===== src/usbhc_pkg.sv =====
// Shared constants for the USB host channel transfer block.
package usbhc_pkg;

  // ****************************************************************
  // Register map
  // ****************************************************************
  localparam int ADDR_W = 12;
  localparam logic [11:0] CH_STRIDE = 12'h020;
  localparam logic [11:0] OFS_FLAGS = 12'h508;
  localparam logic [11:0] OFS_ENABLE = 12'h50C;
  localparam logic [11:0] OFS_LENGTH = 12'h510;
  localparam logic [11:0] OFS_CONTROL = 12'h514;

  // ****************************************************************
  // Event flag and enable layout
  // ****************************************************************
  localparam int FLAG_W = 11;
  localparam int BIT_DONE = 0;
  localparam int BIT_HALTED = 1;
  localparam int BIT_STALL = 3;
  localparam int BIT_NAK = 4;
  localparam int BIT_ACK = 5;
  localparam int BIT_BUS_ERR = 7;
  localparam int BIT_BABBLE = 8;
  localparam int BIT_QUEUE_OVR = 9;
  localparam int BIT_TOGGLE_ERR = 10;
  localparam logic [10:0] FLAG_MASK = 11'h7BB;
  localparam logic [10:0] ENABLE_RST = 11'h000;
  localparam logic [10:0] FLAGS_RST = 11'h000;

  // ****************************************************************
  // Transfer length register layout
  // ****************************************************************
  localparam int PID_HI = 30;
  localparam int PID_LO = 29;
  localparam int PACKET_COUNT_HI = 28;
  localparam int PACKET_COUNT_LO = 19;
  localparam int BYTES_HI = 18;
  localparam int PACKET_COUNT_W = 10;
  localparam int BYTES_W = 19;
  localparam int PKT_BYTES_W = 11;
  localparam logic [1:0] PID_RST = 2'h0;
  localparam logic [9:0] PACKET_COUNT_RST = 10'h000;
  localparam logic [18:0] BYTES_RST = 19'h00000;

  // ****************************************************************
  // Data PID codes
  // ****************************************************************
  localparam logic [1:0] PID_DATA0 = 2'h0;
  localparam logic [1:0] PID_RSVD = 2'h1;
  localparam logic [1:0] PID_DATA1 = 2'h2;
  localparam logic [1:0] PID_SETUP = 2'h3;

  // ****************************************************************
  // Control register layout
  // ****************************************************************
  localparam int CTL_DIR_IN = 0;
  localparam int CTL_START = 1;
  localparam int STAT_ACTIVE = 8;
  localparam logic [3:0] STRB_WORD = 4'hF;

endpackage : usbhc_pkg


===== src/usbhc_host_channel_xfer.sv =====
// One host channel: APB registers, event gating and transfer bookkeeping.
//
// How it works
// - An enabled event flag raises the channel interrupt; a disabled one does not.
// - Enable bits are software read-write storage; hardware never changes them.
// - Enable bit 10 toggle error, bit 9 queue overrun, bit 8 babble.
// - Enable bit 7 bus error, bit 5 ACK, bit 4 NAK; bit 6 reserved.
// - Enable bit 3 STALL, bit 1 halted, bit 0 done; others reserved.
// - Data PID codes: 00 DATA0, 10 DATA1, 11 SETUP, 01 reserved.
// - OUT transfers send the first packet with the programmed data PID.
// - IN transfers compare first received PID; mismatch sets toggle error flag.
// - During a transfer hardware alternates the data PID between DATA0 and DATA1.
// - Packet count at bits 28:19 holds packets to move in the transfer.
// - Packet count drops by one after each data packet, even one with an error; it holds at zero.
// - Length at bits 18:0; OUT drops by packet size per transmit FIFO write.
// - IN length drops by packet size per packet read from receive FIFO.
// - Event flags are set by hardware and cleared by writing one.
// - IN transfer raises done flag when packet count hits zero without error.
`timescale 1ns/10ps
module usbhc_host_channel_xfer
  import usbhc_pkg::*;
#(
  parameter int CH_INDEX = 0
) (
  // Clock and reset
  input wire logic sys_clk,
  input wire logic sys_rst,
  // APB slave
  input wire logic [11:0] paddr,
  input wire logic psel,
  input wire logic penable,
  input wire logic pwrite,
  input wire logic [31:0] pwdata,
  input wire logic [3:0] pstrb,
  output logic [31:0] prdata,
  output logic pready,
  output logic pslverr,
  // Events from the host packet engine
  input wire logic evtAck,
  input wire logic evtNak,
  input wire logic evtStall,
  input wire logic evtBusError,
  input wire logic evtBabble,
  input wire logic evtQueueOverrun,
  input wire logic evtHalted,
  input wire logic packetDone,
  input wire logic rxPidValid,
  input wire logic [1:0] rxPid,
  input wire logic outStatusPop,
  // FIFO traffic
  input wire logic txFifoWrite,
  input wire logic [10:0] txBytes,
  input wire logic rxFifoRead,
  input wire logic [10:0] rxBytes,
  // Channel outputs
  output logic chanIrq,
  output logic [1:0] txPid,
  output logic xferActive,
  output logic xferDirIn
);

  // ****************************************************************
  // Helpers
  // ****************************************************************
  function automatic logic [11:0] regAddr(input logic [11:0] base);
    regAddr = base + CH_STRIDE * 12'(CH_INDEX);
  endfunction : regAddr

  function automatic logic [18:0] subSat(input logic [18:0] total, input logic [10:0] amount);
    if (total > 19'(amount)) begin
      subSat = total - 19'(amount);
    end else begin
      subSat = 19'h00000;
    end
  endfunction : subSat

  function automatic logic [1:0] togglePid(input logic [1:0] pid);
    case (pid)
      PID_DATA0: togglePid = PID_DATA1;
      PID_DATA1: togglePid = PID_DATA0;
      PID_SETUP: togglePid = PID_DATA1;
      default: togglePid = PID_DATA0;
    endcase
  endfunction : togglePid

  // ****************************************************************
  // Registers and internal state
  // ****************************************************************
  logic [10:0] enable;
  logic [1:0] dataPidSel;
  logic [9:0] packetCount;
  logic [18:0] transferBytes;
  logic firstPacket;
  logic errorSeen;
  logic [10:0] flags;
  logic [10:0] setFlags;
  logic [10:0] clearFlags;
  logic [31:0] next_prdata;
  logic next_pslverr;
  logic hitFlags;
  logic hitEnable;
  logic hitLength;
  logic hitControl;
  logic wordWrite;
  logic wrFlags;
  logic wrEnable;
  logic wrLength;
  logic wrControl;
  logic pidMismatch;
  logic errorNow;
  logic inDone;
  logic outDone;

  // ****************************************************************
  // APB decode
  // ****************************************************************
  assign hitFlags = (paddr == regAddr(OFS_FLAGS));
  assign hitEnable = (paddr == regAddr(OFS_ENABLE));
  assign hitLength = (paddr == regAddr(OFS_LENGTH));
  assign hitControl = (paddr == regAddr(OFS_CONTROL));
  // Partial-strobe writes are refused so no half-updated field can occur.
  assign wordWrite = psel & penable & pready & pwrite & (pstrb == STRB_WORD);
  assign wrFlags = wordWrite & hitFlags;
  assign wrEnable = wordWrite & hitEnable;
  assign wrLength = wordWrite & hitLength;
  assign wrControl = wordWrite & hitControl;

  always_comb begin
    next_prdata = 32'h00000000;
    next_pslverr = 1'b0;
    if (hitFlags) begin
      next_prdata = {21'h000000, flags};
    end else if (hitEnable) begin
      next_prdata = {21'h000000, enable};
    end else if (hitLength) begin
      next_prdata = {1'b0, dataPidSel, packetCount, transferBytes};
    end else if (hitControl) begin
      next_prdata = {23'h000000, xferActive, 6'h00, 1'b0, xferDirIn};
    end else begin
      next_pslverr = 1'b1;
    end
    if (pwrite && pstrb != STRB_WORD) begin
      next_pslverr = 1'b1;
    end
  end

  // The answer is prepared in the setup cycle and stands in the single access cycle.
  always_ff @(posedge sys_clk) begin
    if (sys_rst) begin
      pready <= 1'b0;
      pslverr <= 1'b0;
      prdata <= 32'h00000000;
    end else begin
      pready <= psel & ~penable;
      pslverr <= psel & ~penable & next_pslverr;
      prdata <= (psel & ~penable & ~pwrite) ? next_prdata : 32'h00000000;
    end
  end

  // ****************************************************************
  // Enable register
  // ****************************************************************
  always_ff @(posedge sys_clk) begin
    if (sys_rst) begin
      enable <= ENABLE_RST;
    end else if (wrEnable) begin
      enable <= pwdata[10:0] & FLAG_MASK;
    end
  end

  // ****************************************************************
  // Transfer control
  // ****************************************************************
  assign pidMismatch = rxPidValid & xferActive & xferDirIn & firstPacket
                     & (rxPid != dataPidSel);
  assign errorNow = xferActive & (evtBusError | evtBabble | evtStall | pidMismatch);
  assign inDone = packetDone & xferActive & xferDirIn & (packetCount == 10'h001)
                & ~errorSeen & ~errorNow;
  assign outDone = outStatusPop & xferActive & ~xferDirIn;

  always_ff @(posedge sys_clk) begin
    if (sys_rst) begin
      xferActive <= 1'b0;
      xferDirIn <= 1'b0;
      firstPacket <= 1'b0;
      errorSeen <= 1'b0;
    end else if (wrControl) begin
      xferDirIn <= pwdata[CTL_DIR_IN];
      if (pwdata[CTL_START]) begin
        xferActive <= 1'b1;
        firstPacket <= 1'b1;
        errorSeen <= 1'b0;
      end
    end else begin
      if (inDone || outDone || evtHalted) begin
        xferActive <= 1'b0;
      end
      if (packetDone && xferActive) begin
        firstPacket <= 1'b0;
      end
      if (errorNow) begin
        errorSeen <= 1'b1;
      end
    end
  end

  // ****************************************************************
  // Transfer length register
  // ****************************************************************
  always_ff @(posedge sys_clk) begin
    if (sys_rst) begin
      dataPidSel <= PID_RST;
      packetCount <= PACKET_COUNT_RST;
      transferBytes <= BYTES_RST;
    end else if (wrLength) begin
      dataPidSel <= pwdata[PID_HI:PID_LO];
      packetCount <= pwdata[PACKET_COUNT_HI:PACKET_COUNT_LO];
      transferBytes <= pwdata[BYTES_HI:0];
    end else if (xferActive) begin
      if (packetDone) begin
        dataPidSel <= togglePid(dataPidSel);
        if (packetCount != PACKET_COUNT_RST) begin
          packetCount <= packetCount - 10'h001;
        end
      end
      if (txFifoWrite && !xferDirIn) begin
        transferBytes <= subSat(transferBytes, txBytes);
      end else if (rxFifoRead && xferDirIn) begin
        transferBytes <= subSat(transferBytes, rxBytes);
      end
    end
  end

  // The PID field is a flop, so the packet engine sees it directly.
  assign txPid = dataPidSel;

  // ****************************************************************
  // Event flags and interrupt
  // ****************************************************************
  always_comb begin
    setFlags = 11'h000;
    setFlags[BIT_DONE] = inDone | outDone;
    setFlags[BIT_HALTED] = evtHalted;
    setFlags[BIT_STALL] = evtStall;
    setFlags[BIT_NAK] = evtNak;
    setFlags[BIT_ACK] = evtAck;
    setFlags[BIT_BUS_ERR] = evtBusError;
    setFlags[BIT_BABBLE] = evtBabble;
    setFlags[BIT_QUEUE_OVR] = evtQueueOverrun;
    setFlags[BIT_TOGGLE_ERR] = pidMismatch;
    clearFlags = wrFlags ? pwdata[10:0] : 11'h000;
  end

  usbhc_event_flags u_flags (
    .sys_clk(sys_clk),
    .sys_rst(sys_rst),
    .setFlags(setFlags),
    .clearFlags(clearFlags),
    .enable(enable),
    .flags(flags),
    .irq(chanIrq)
  );

  // ****************************************************************
  // Assertions
  // ****************************************************************
  property p_enable_sw_only;
    @(posedge sys_clk) disable iff (sys_rst)
      !wrEnable |=> $stable(enable);
  endproperty
  a_enable_sw_only: assert property (p_enable_sw_only)
    else $error("Enable bits changed without a software write.");

  property p_enable_reserved;
    @(posedge sys_clk) disable iff (sys_rst)
      (enable & ~FLAG_MASK) == 11'h000;
  endproperty
  a_enable_reserved: assert property (p_enable_reserved)
    else $error("Reserved enable bit is set.");

  property p_pid_toggles;
    @(posedge sys_clk) disable iff (sys_rst)
      (packetDone && xferActive && !wrLength && dataPidSel == PID_DATA0)
        |=> (dataPidSel == PID_DATA1);
  endproperty
  a_pid_toggles: assert property (p_pid_toggles)
    else $error("Data PID did not toggle to DATA1.");

  property p_toggle_error;
    @(posedge sys_clk) disable iff (sys_rst)
      (rxPidValid && xferActive && xferDirIn && firstPacket && rxPid != dataPidSel)
        |=> flags[BIT_TOGGLE_ERR];
  endproperty
  a_toggle_error: assert property (p_toggle_error)
    else $error("PID mismatch did not raise toggle error.");

  property p_count_down;
    @(posedge sys_clk) disable iff (sys_rst)
      (packetDone && xferActive && !wrLength && packetCount != 10'h000)
        |=> (packetCount == $past(packetCount) - 10'h001);
  endproperty
  a_count_down: assert property (p_count_down)
    else $error("Packet count did not drop by one.");

  property p_out_bytes;
    @(posedge sys_clk) disable iff (sys_rst)
      (txFifoWrite && xferActive && !xferDirIn && !wrLength
        && transferBytes >= 19'(txBytes))
        |=> (transferBytes == $past(transferBytes) - 19'($past(txBytes)));
  endproperty
  a_out_bytes: assert property (p_out_bytes)
    else $error("OUT byte count did not drop by packet size.");

  property p_in_done;
    @(posedge sys_clk) disable iff (sys_rst)
      (xferActive && xferDirIn && packetDone && packetCount == 10'h001
        && !errorSeen && !errorNow && !wrLength && !wrControl)
        |-> ##[1:2] flags[BIT_DONE];
  endproperty
  a_in_done: assert property (p_in_done)
    else $error("IN transfer end did not raise done.");

  property p_apb_answer;
    @(posedge sys_clk) disable iff (sys_rst)
      (psel && !penable) |=> pready;
  endproperty
  a_apb_answer: assert property (p_apb_answer)
    else $error("APB access not answered in one cycle.");

  c_in_done: cover property (@(posedge sys_clk) disable iff (sys_rst) inDone);
  c_toggle_err: cover property (@(posedge sys_clk) disable iff (sys_rst) pidMismatch);
  c_out_done: cover property (@(posedge sys_clk) disable iff (sys_rst) outDone);

endmodule : usbhc_host_channel_xfer


===== src/usbhc_event_flags.sv =====
// Sticky channel event flags with write-one-to-clear and the gated interrupt.
`timescale 1ns/10ps
module usbhc_event_flags
  import usbhc_pkg::*;
(
  // Clock and reset
  input wire logic sys_clk,
  input wire logic sys_rst,
  // Event and software controls
  input wire logic [10:0] setFlags,
  input wire logic [10:0] clearFlags,
  input wire logic [10:0] enable,
  // Results
  output logic [10:0] flags,
  output logic irq
);

  // ****************************************************************
  // Flags: a set in the same cycle as a clear wins.
  // ****************************************************************
  always_ff @(posedge sys_clk) begin
    if (sys_rst) begin
      flags <= FLAGS_RST;
    end else begin
      flags <= ((flags & ~clearFlags) | setFlags) & FLAG_MASK;
    end
  end

  // ****************************************************************
  // Interrupt: any flag whose enable is set, one cycle later.
  // ****************************************************************
  always_ff @(posedge sys_clk) begin
    if (sys_rst) begin
      irq <= 1'b0;
    end else begin
      irq <= |(flags & enable);
    end
  end

  // ****************************************************************
  // Assertions
  // ****************************************************************
  property p_irq_follows;
    @(posedge sys_clk) disable iff (sys_rst)
      !$past(sys_rst) |-> (irq == |($past(flags) & $past(enable)));
  endproperty
  a_irq_follows: assert property (p_irq_follows)
    else $error("Interrupt does not follow gated flags.");

  property p_masked_silent;
    @(posedge sys_clk) disable iff (sys_rst)
      ((flags & enable) == 11'h000) ##1 ((flags & enable) == 11'h000) |-> !irq;
  endproperty
  a_masked_silent: assert property (p_masked_silent)
    else $error("Interrupt raised with no enabled flag.");

  property p_set_sticks;
    @(posedge sys_clk) disable iff (sys_rst)
      (|(setFlags & FLAG_MASK)) |=> ((flags & $past(setFlags & FLAG_MASK))
                                     == $past(setFlags & FLAG_MASK));
  endproperty
  a_set_sticks: assert property (p_set_sticks)
    else $error("Event did not set its flag.");

  property p_hold_without_clear;
    @(posedge sys_clk) disable iff (sys_rst)
      (clearFlags == 11'h000) |=> ((flags & $past(flags)) == $past(flags));
  endproperty
  a_hold_without_clear: assert property (p_hold_without_clear)
    else $error("Flag dropped without a clear.");

  c_irq_rises: cover property (@(posedge sys_clk) disable iff (sys_rst) $rose(irq));

endmodule : usbhc_event_flags


===== config.mk =====
export PLATFORM = sky130hd
export DESIGN_NAME = usbhc_host_channel_xfer
export DESIGN_NICKNAME = d
export VERILOG_FILES = /design/src/usbhc_pkg.sv /design/src/usbhc_host_channel_xfer.sv /design/src/usbhc_event_flags.sv
export SDC_FILE = /design/constraint.sdc
export NUM_CORES = 1
export LEC_CHECK = 0
export ABC_AREA = 1
export CAP_MARGIN = 20
export CORE_MARGIN = 3
export CORE_UTILIZATION = 45
export CTS_CLUSTER_DIAMETER = 150
export DETAILED_ROUTE_END_ITERATION = 6
export DONT_BUFFER_PORTS = 1
export HOLD_SLACK_MARGIN = 0.15
export PLACE_DENSITY = 0.59
export SYNTH_ARGS = -nofsm -noshare
export SYNTH_HDL_FRONTEND = slang
export SYNTH_SLANG_ARGS = --single-unit

===== constraint.sdc =====
create_clock -name sys_clk -period 1.9 [get_ports sys_clk]
set_input_delay 0.19 -clock sys_clk [delete_from_list [all_inputs] [get_ports sys_clk]]
set_output_delay 0.19 -clock sys_clk [all_outputs]
set_load 0.1 [all_outputs]

Word-level counts from Yosys, hierarchy flattened:

Cells that the tools add are included.

* logic and storage cells: 127
* output and inout bits: 39
* flip-flop bits (word level): 90
* input bits: 89

* bitwise operators: 37
* equal/unequal tests: 10
* multiplexer cells: 32
* reduce and logical (&&, ||, !) cells: 27
* $lt $le $gt $ge: 2
* add/sub/neg operators: 3

Operators with widths (number)
* 19-bit 2-to-1 mux: 6
* 12-bit by 11-bit == test with 1-bit output, second input constant: 4
* 10-bit 2-to-1 mux: 4
* 19-bit by 11-bit > comparator with 1-bit output: 2
* 19-bit by 11-bit subtractor with 19-bit output: 2
* 11-bit 2-to-1 mux: 3
* 31-bit 2-to-1 mux: 1
* 1-bit bitwise AND: 23
* 11-bit bitwise AND: 2
* 1-bit 2-to-1 mux: 13
* 2-bit nonzero test: 6
* 11-bit NOT: 1
* 11-bit OR: 1
* 11-bit OR reduction: 1
* 10-bit by 1-bit == test with 1-bit output, second input constant: 1
* 2-bit AND reduction: 5
* 10-bit nonzero test: 1
* 10-bit by 1-bit subtractor with 10-bit output, second input constant: 1
* 9-bit 2-to-1 mux: 1
* 2-bit 2-to-1 mux: 4
* 1-bit NOT: 6
* 5-bit OR reduction: 1
* 4-bit == test, second input constant: 1
* 1-bit logical AND: 4
* other kinds (12): 17

Logic depth before layout (Yosys ltp):

* depth after elaboration: 12
* depth in mapped cells: 15
* gate-level depth less buffers: 15

Cells and area by module:

Synthesis repeated with hierarchy kept, for this count alone.

* cells, all modules: 961
* area total of the unflattened synthesis: 5952.0 µm²

Modules (own cells, without submodules)
* usbhc_host_channel_xfer: cells each 899, sequential area each 1541.5 µm², times used 1, area each 5529.1 µm²
* usbhc_event_flags: cells each 62, sequential area each 200.2 µm², times used 1, area each 422.9 µm²

Worst setup path after synthesis:

No wires, ideal clock.

* path kind: register to register
* from: register pready
* to: register transferBytes[3]
* stages on the path, launching flop included: 9
* buffers on the path: 1
* data required time: 1.783 ns
* library setup time: 0.117 ns
* path slack: -0.413 ns
* clock period less this slack: 2.313 ns
* arrival time: 2.195 ns
* cell sequence: dfxtp_1 nand2_1 nor4_4 nand2_1 nand2_1 clkbuf_1 o21ai_0 a21oi_1 nor2_1

* longest elaborated chain between the ends: 6
* elaborated cells on any way between the ends: 8
* classes of those cells: 1 x mux; 4 x bitwise; 3 x reduce/logical

RTL lines
* start: declaration: RTL line usbhc_host_channel_xfer.sv:36 `output logic pready,`
* start signal: assignment: RTL line usbhc_host_channel_xfer.sv:154 `pready <= psel & ~penable;`
* 1-bit bitwise AND * (3 in a row): RTL line usbhc_host_channel_xfer.sv:122 `assign wordWrite = psel & penable & pready & pwrite & (pstrb == STRB_WORD);`
* 1-bit bitwise AND *: RTL line usbhc_host_channel_xfer.sv:125 `assign wrLength = wordWrite & hitLength;`
* 3-bit nonzero test (no source line) or 2-bit nonzero test (tied branches)
* 2-bit AND reduction (no source line)
* end signal: assignment: RTL line usbhc_host_channel_xfer.sv:218 `transferBytes <= pwdata[BYTES_HI:0];`
* end signal: assignment: RTL line usbhc_host_channel_xfer.sv:227 `transferBytes <= subSat(transferBytes, txBytes);`
* end signal: assignment: RTL line usbhc_host_channel_xfer.sv:229 `transferBytes <= subSat(transferBytes, rxBytes);`
* end: declaration: RTL line usbhc_host_channel_xfer.sv:92 `logic [18:0] transferBytes;`

Every way passes the cells marked *; elsewhere a longest branch is shown, timed or not.
A chain may end at the register's enable or synchronous reset.

Final worst setup path:

* from: register transferBytes[8]
* to: register transferBytes[2]

* longest elaborated chain between the ends: 6
* elaborated cells on any way between the ends: 8
* classes of those cells: 2 x order compare; 6 x mux

RTL lines
* 19-bit by 11-bit > comparator with 1-bit output: RTL line usbhc_host_channel_xfer.sv:70 `if (total > 19'(amount)) begin`
* 19-bit 2-to-1 mux: RTL line usbhc_host_channel_xfer.sv:70
* 19-bit 2-to-1 mux: RTL line usbhc_host_channel_xfer.sv:228 `end else if (rxFifoRead && xferDirIn) begin`
* 19-bit 2-to-1 mux *: RTL line usbhc_host_channel_xfer.sv:226 `if (txFifoWrite && !xferDirIn) begin`
* 19-bit 2-to-1 mux *: RTL line usbhc_host_channel_xfer.sv:219 `end else if (xferActive) begin`
* 19-bit 2-to-1 mux *: RTL line usbhc_host_channel_xfer.sv:215 `end else if (wrLength) begin`

Every way passes the cells marked *; elsewhere a longest branch is shown, timed or not. The select of a mux whose other input is x is not followed.

==> flow_summary.json <==
{
  "synthTopCellsByArea": "dfxtp_1 (29%), nand2_1 (14%), inv_1 (10%)",
  "grt_pass1_wl_mm": 30.8,
  "crit_type": "reg -> reg",
  "power.density_mw_per_mm2": 469,
  "ys_seq_elements": 87,
  "cp_max_fo": 5,
  "area_growth_pct": 44.7,
  "critPathTopFamily": "simple AND/OR/NAND/NOR gates",
  "leakage_nw": 4.13,
  "synth_ff_type": "dfxtp_1",
  "cp_cell_sequence": "ha_4 -> nand2_4 -> inv_4 -> nand2_2 -> nor2_1 -> nand2_1 -> nor2_2 -> nor2_2 -> nor2_4 -> buf_6 -> inv_6 -> o21ai_4 -> a21oi_2 -> nor2_1",
  "required_ps": 2170,
  "r2r_start": "transferBytes[8]",
  "hold_slack_ps": -88.4,
  "worst_pin_slew_ps": 578,
  "end_kind": "flip-flop",
  "grt_pass1_vias": 6331,
  "synth_edf_count": 0,
  "htreeDepth": 3,
  "drt-initial-drc-count": 371,
  "cts_hold_buf": 21,
  "cp_slowest_cell": "dfxtp_4",
  "clk_pin_slew_worst_paths_ps": 70,
  "hold_viol": 26,
  "cts_root_buf": "clkbuf_16",
  "dieArea_mm2": 0.0146,
  "final_cell_mix": "nand2_1 (179), inv_1 (151), buf_4 (150), nor2_1 (97), dfxtp_1 (71)",
  "peakVddDrop_v": 0.000373,
  "core_mm2": 0.0128,
  "ff_latch_area_mm2": 0.00179,
  "fin_area_mm2": 0.00859,
  "vias": 6642,
  "cts_buffers": 9,
  "n_antenna_cell": 0,
  "ios": 128,
  "ant_nets": 0,
  "dp.cells": 1234,
  "synth_seq_area_share_pct": 29.3,
  "multi_input_comb_area_mm2": 0.00416,
  "critPathBufInv": 3,
  "rows": 41,
  "critPathLaunchType": "flip-flop",
  "drive_gt1_share_pct": 32.6,
  "worstPathArrival_ps": 2340,
  "yosysWarnings": 0,
  "synth_cells": 941,
  "finalCritPeriodShare_pct": 109,
  "final_max_slew_viol_count": 0,
  "utilization_pct": 67.2,
  "hold_path.class": "in -> reg",
  "yosysTopAreaCell": "dfxtp_1",
  "relSlewSlack_pct": 61.4,
  "nets": 1232,
  "fin_skew_ps": 4.58,
  "tns_ps": -1990,
  "crit_end": "transferBytes[2]",
  "yosys.area.top_type_share_pct": 29.3,
  "die_h_um": 121,
  "instances_no_fill": 1293,
  "reg2reg_slack_ps": -170,
  "drc": 0,
  "rsz0062_at_grt": "yes",
  "failed_checks": "hold timing, setup timing",
  "gp_congestion": 0.904,
  "cts.sinks": 87,
  "worstSetupPathDepth": 14,
  "worst_r2r_path_depth": 14,
  "fillers": 1086,
  "setup_viol": 19,
  "finalCriticalPeriod_ps": 2070,
  "cts_tree": "yes",
  "place_ws_ps": -261,
  "die_width_um": 121,
  "post_drt_wl_per_cell_um": 15.2,
  "r2r-end": "transferBytes[2]",
  "antenna_found_initial": 0,
  "total_power_mw": 4.03,
  "ys_types": 42,
  "async_flop_share_pct": 0,
  "finalWirelength_mm": 19.7,
  "status": "complete, but fails checks",
  "syn-cell-area_mm2": 0.00594,
  "numPortBuffers": 0,
  "fmax_mhz": 484,
  "dr.pass1.iters": 7,
  "drv_cap": 0,
  "layout_commonest_cell": "nand2_1",
  "startpoint": "transferBytes[8]",
  "worst_slack_ps": -168,
  "syn-num-nets": 1057,
  "max_stage_delay_ps": 380,
  "clock_latency_ps": 340,
  "cts.path.max_buffers": 2,
  "placed_area_mm2": 0.00714,
  "start_util_pct": 46.5,
  "viasPerCell": 5.14,
  "syn-mean-instance-area_um2": 6.31,
  "grt_max_degree": 32,
  "grt_overflow_total": 0,
  "grt_usage_pct": 26.4,
  "dp_hpwl_mm": 14.6
}
worst reg2reg max path: cells and delay by family, from the launching register on:
family          cells  cell delay [ps]
fa+ha+maj           1              300
simple gates        8              840
buf+inv             3              260
compound gates      2              220
flops               1              380
routing by layer:
| metal | share of wire [%] | up-vias | GRT usage [%] |
|---|---|---|---|
| li1 | - | 3353 | - |
| met1 | 44 | 3008 | 34.7 |
| met2 | 48 | 248 | 44.3 |
| met3 | 6.4 | 33 | 4.80 |
| met4 | 2.4 | 0 | 7.37 |
| met5 | 0 | - | 0 |
registers in the layout, summed over array words and instances (netlist names):
signal / cells
pready: 1
firstPacket: 1
xferDirIn: 1
txPid: 2
u_flags.irq: 1
packetCount: 10
u_flags.flags: 9
transferBytes: 19
errorSeen: 1
enable: 9
prdata: 31
pslverr: 1
xferActive: 1
cells by family (layout without fill, tap and decap cells):
family / after synthesis / in the layout / synth area share, %
compound gates: 162 / 162 / 15.3
xor+xnor: 22 / 22 / 3.25
fa+ha+maj: 27 / 27 / 5.94
buf+inv: 187 / 367 / 12.4
flops: 87 / 87 / 29.3
other cells: 1 / 1 / 0.0632
simple gates: 455 / 455 / 33.7
how the worst min path moves through the flow:
stage	startpoint	endpoint	slack (ps)	depth (start not counted)
final	sys_rst	transferBytes[16]	-90	1
after global routing	sys_rst	transferBytes[16]	-110	1
after CTS	sys_rst	transferBytes[16]	-100	1
after detailed placement	sys_rst	transferBytes[11]	260	1
after global placement	sys_rst	transferBytes[16]	260	1
after floorplan	evtNak	u_flags.flags[4]	310	2
power breakdown:
part / internal [mW] / switching [mW] / total [mW]
registers: 1.82 / 0.00787 / 1.83
logic: 0.201 / 0.237 / 0.439
clock network: 0.974 / 0.783 / 1.76
total: 3.00 / 1.03 / 4.03
timing repair:
| item | in CTS | in global routing |
|---|---|---|
| gates cloned | 1 | 1 |
| pin swaps | 26 | 29 |
| endpoints found under the setup margin | 19 | 19 |
| endpoints found under the hold margin | 47 | 26 |
| gates resized for setup | 97 | 97 |
| buffers inserted | 12 | 8 |
synthesized netlist by cell type (3+ instances only):
cell and number:
nand3_2 3, nor2_4 8, a21oi_2 3, buf_4 4
o21ai_0 66, inv_2 7, nand3_1 71, inv_1 162
nand4_1 11, o211ai_1 3, o21ai_1 10, xor2_1 12
nor2_1 105, nor3b_1 5, a21oi_1 57, a211oi_1 6
nand2_1 227, nor3_1 13, clkbuf_1 10, xnor2_1 10
or2_2 3, ha_1 25, dfxtp_1 87, a221oi_1 8
area by class of cell:
type / count / area share, %
inverter: 169 / 7.50
timing repair inverter: 1 / 0.102
timing repair buffer: 181 / 17.3
clock inverter: 5 / 0.452
tap: 172 / 2.51
multi-input combinational: 667 / 48.4
sequential: 87 / 20.8
clock buffer: 11 / 2.96
(Power assumes the default switching activity.)
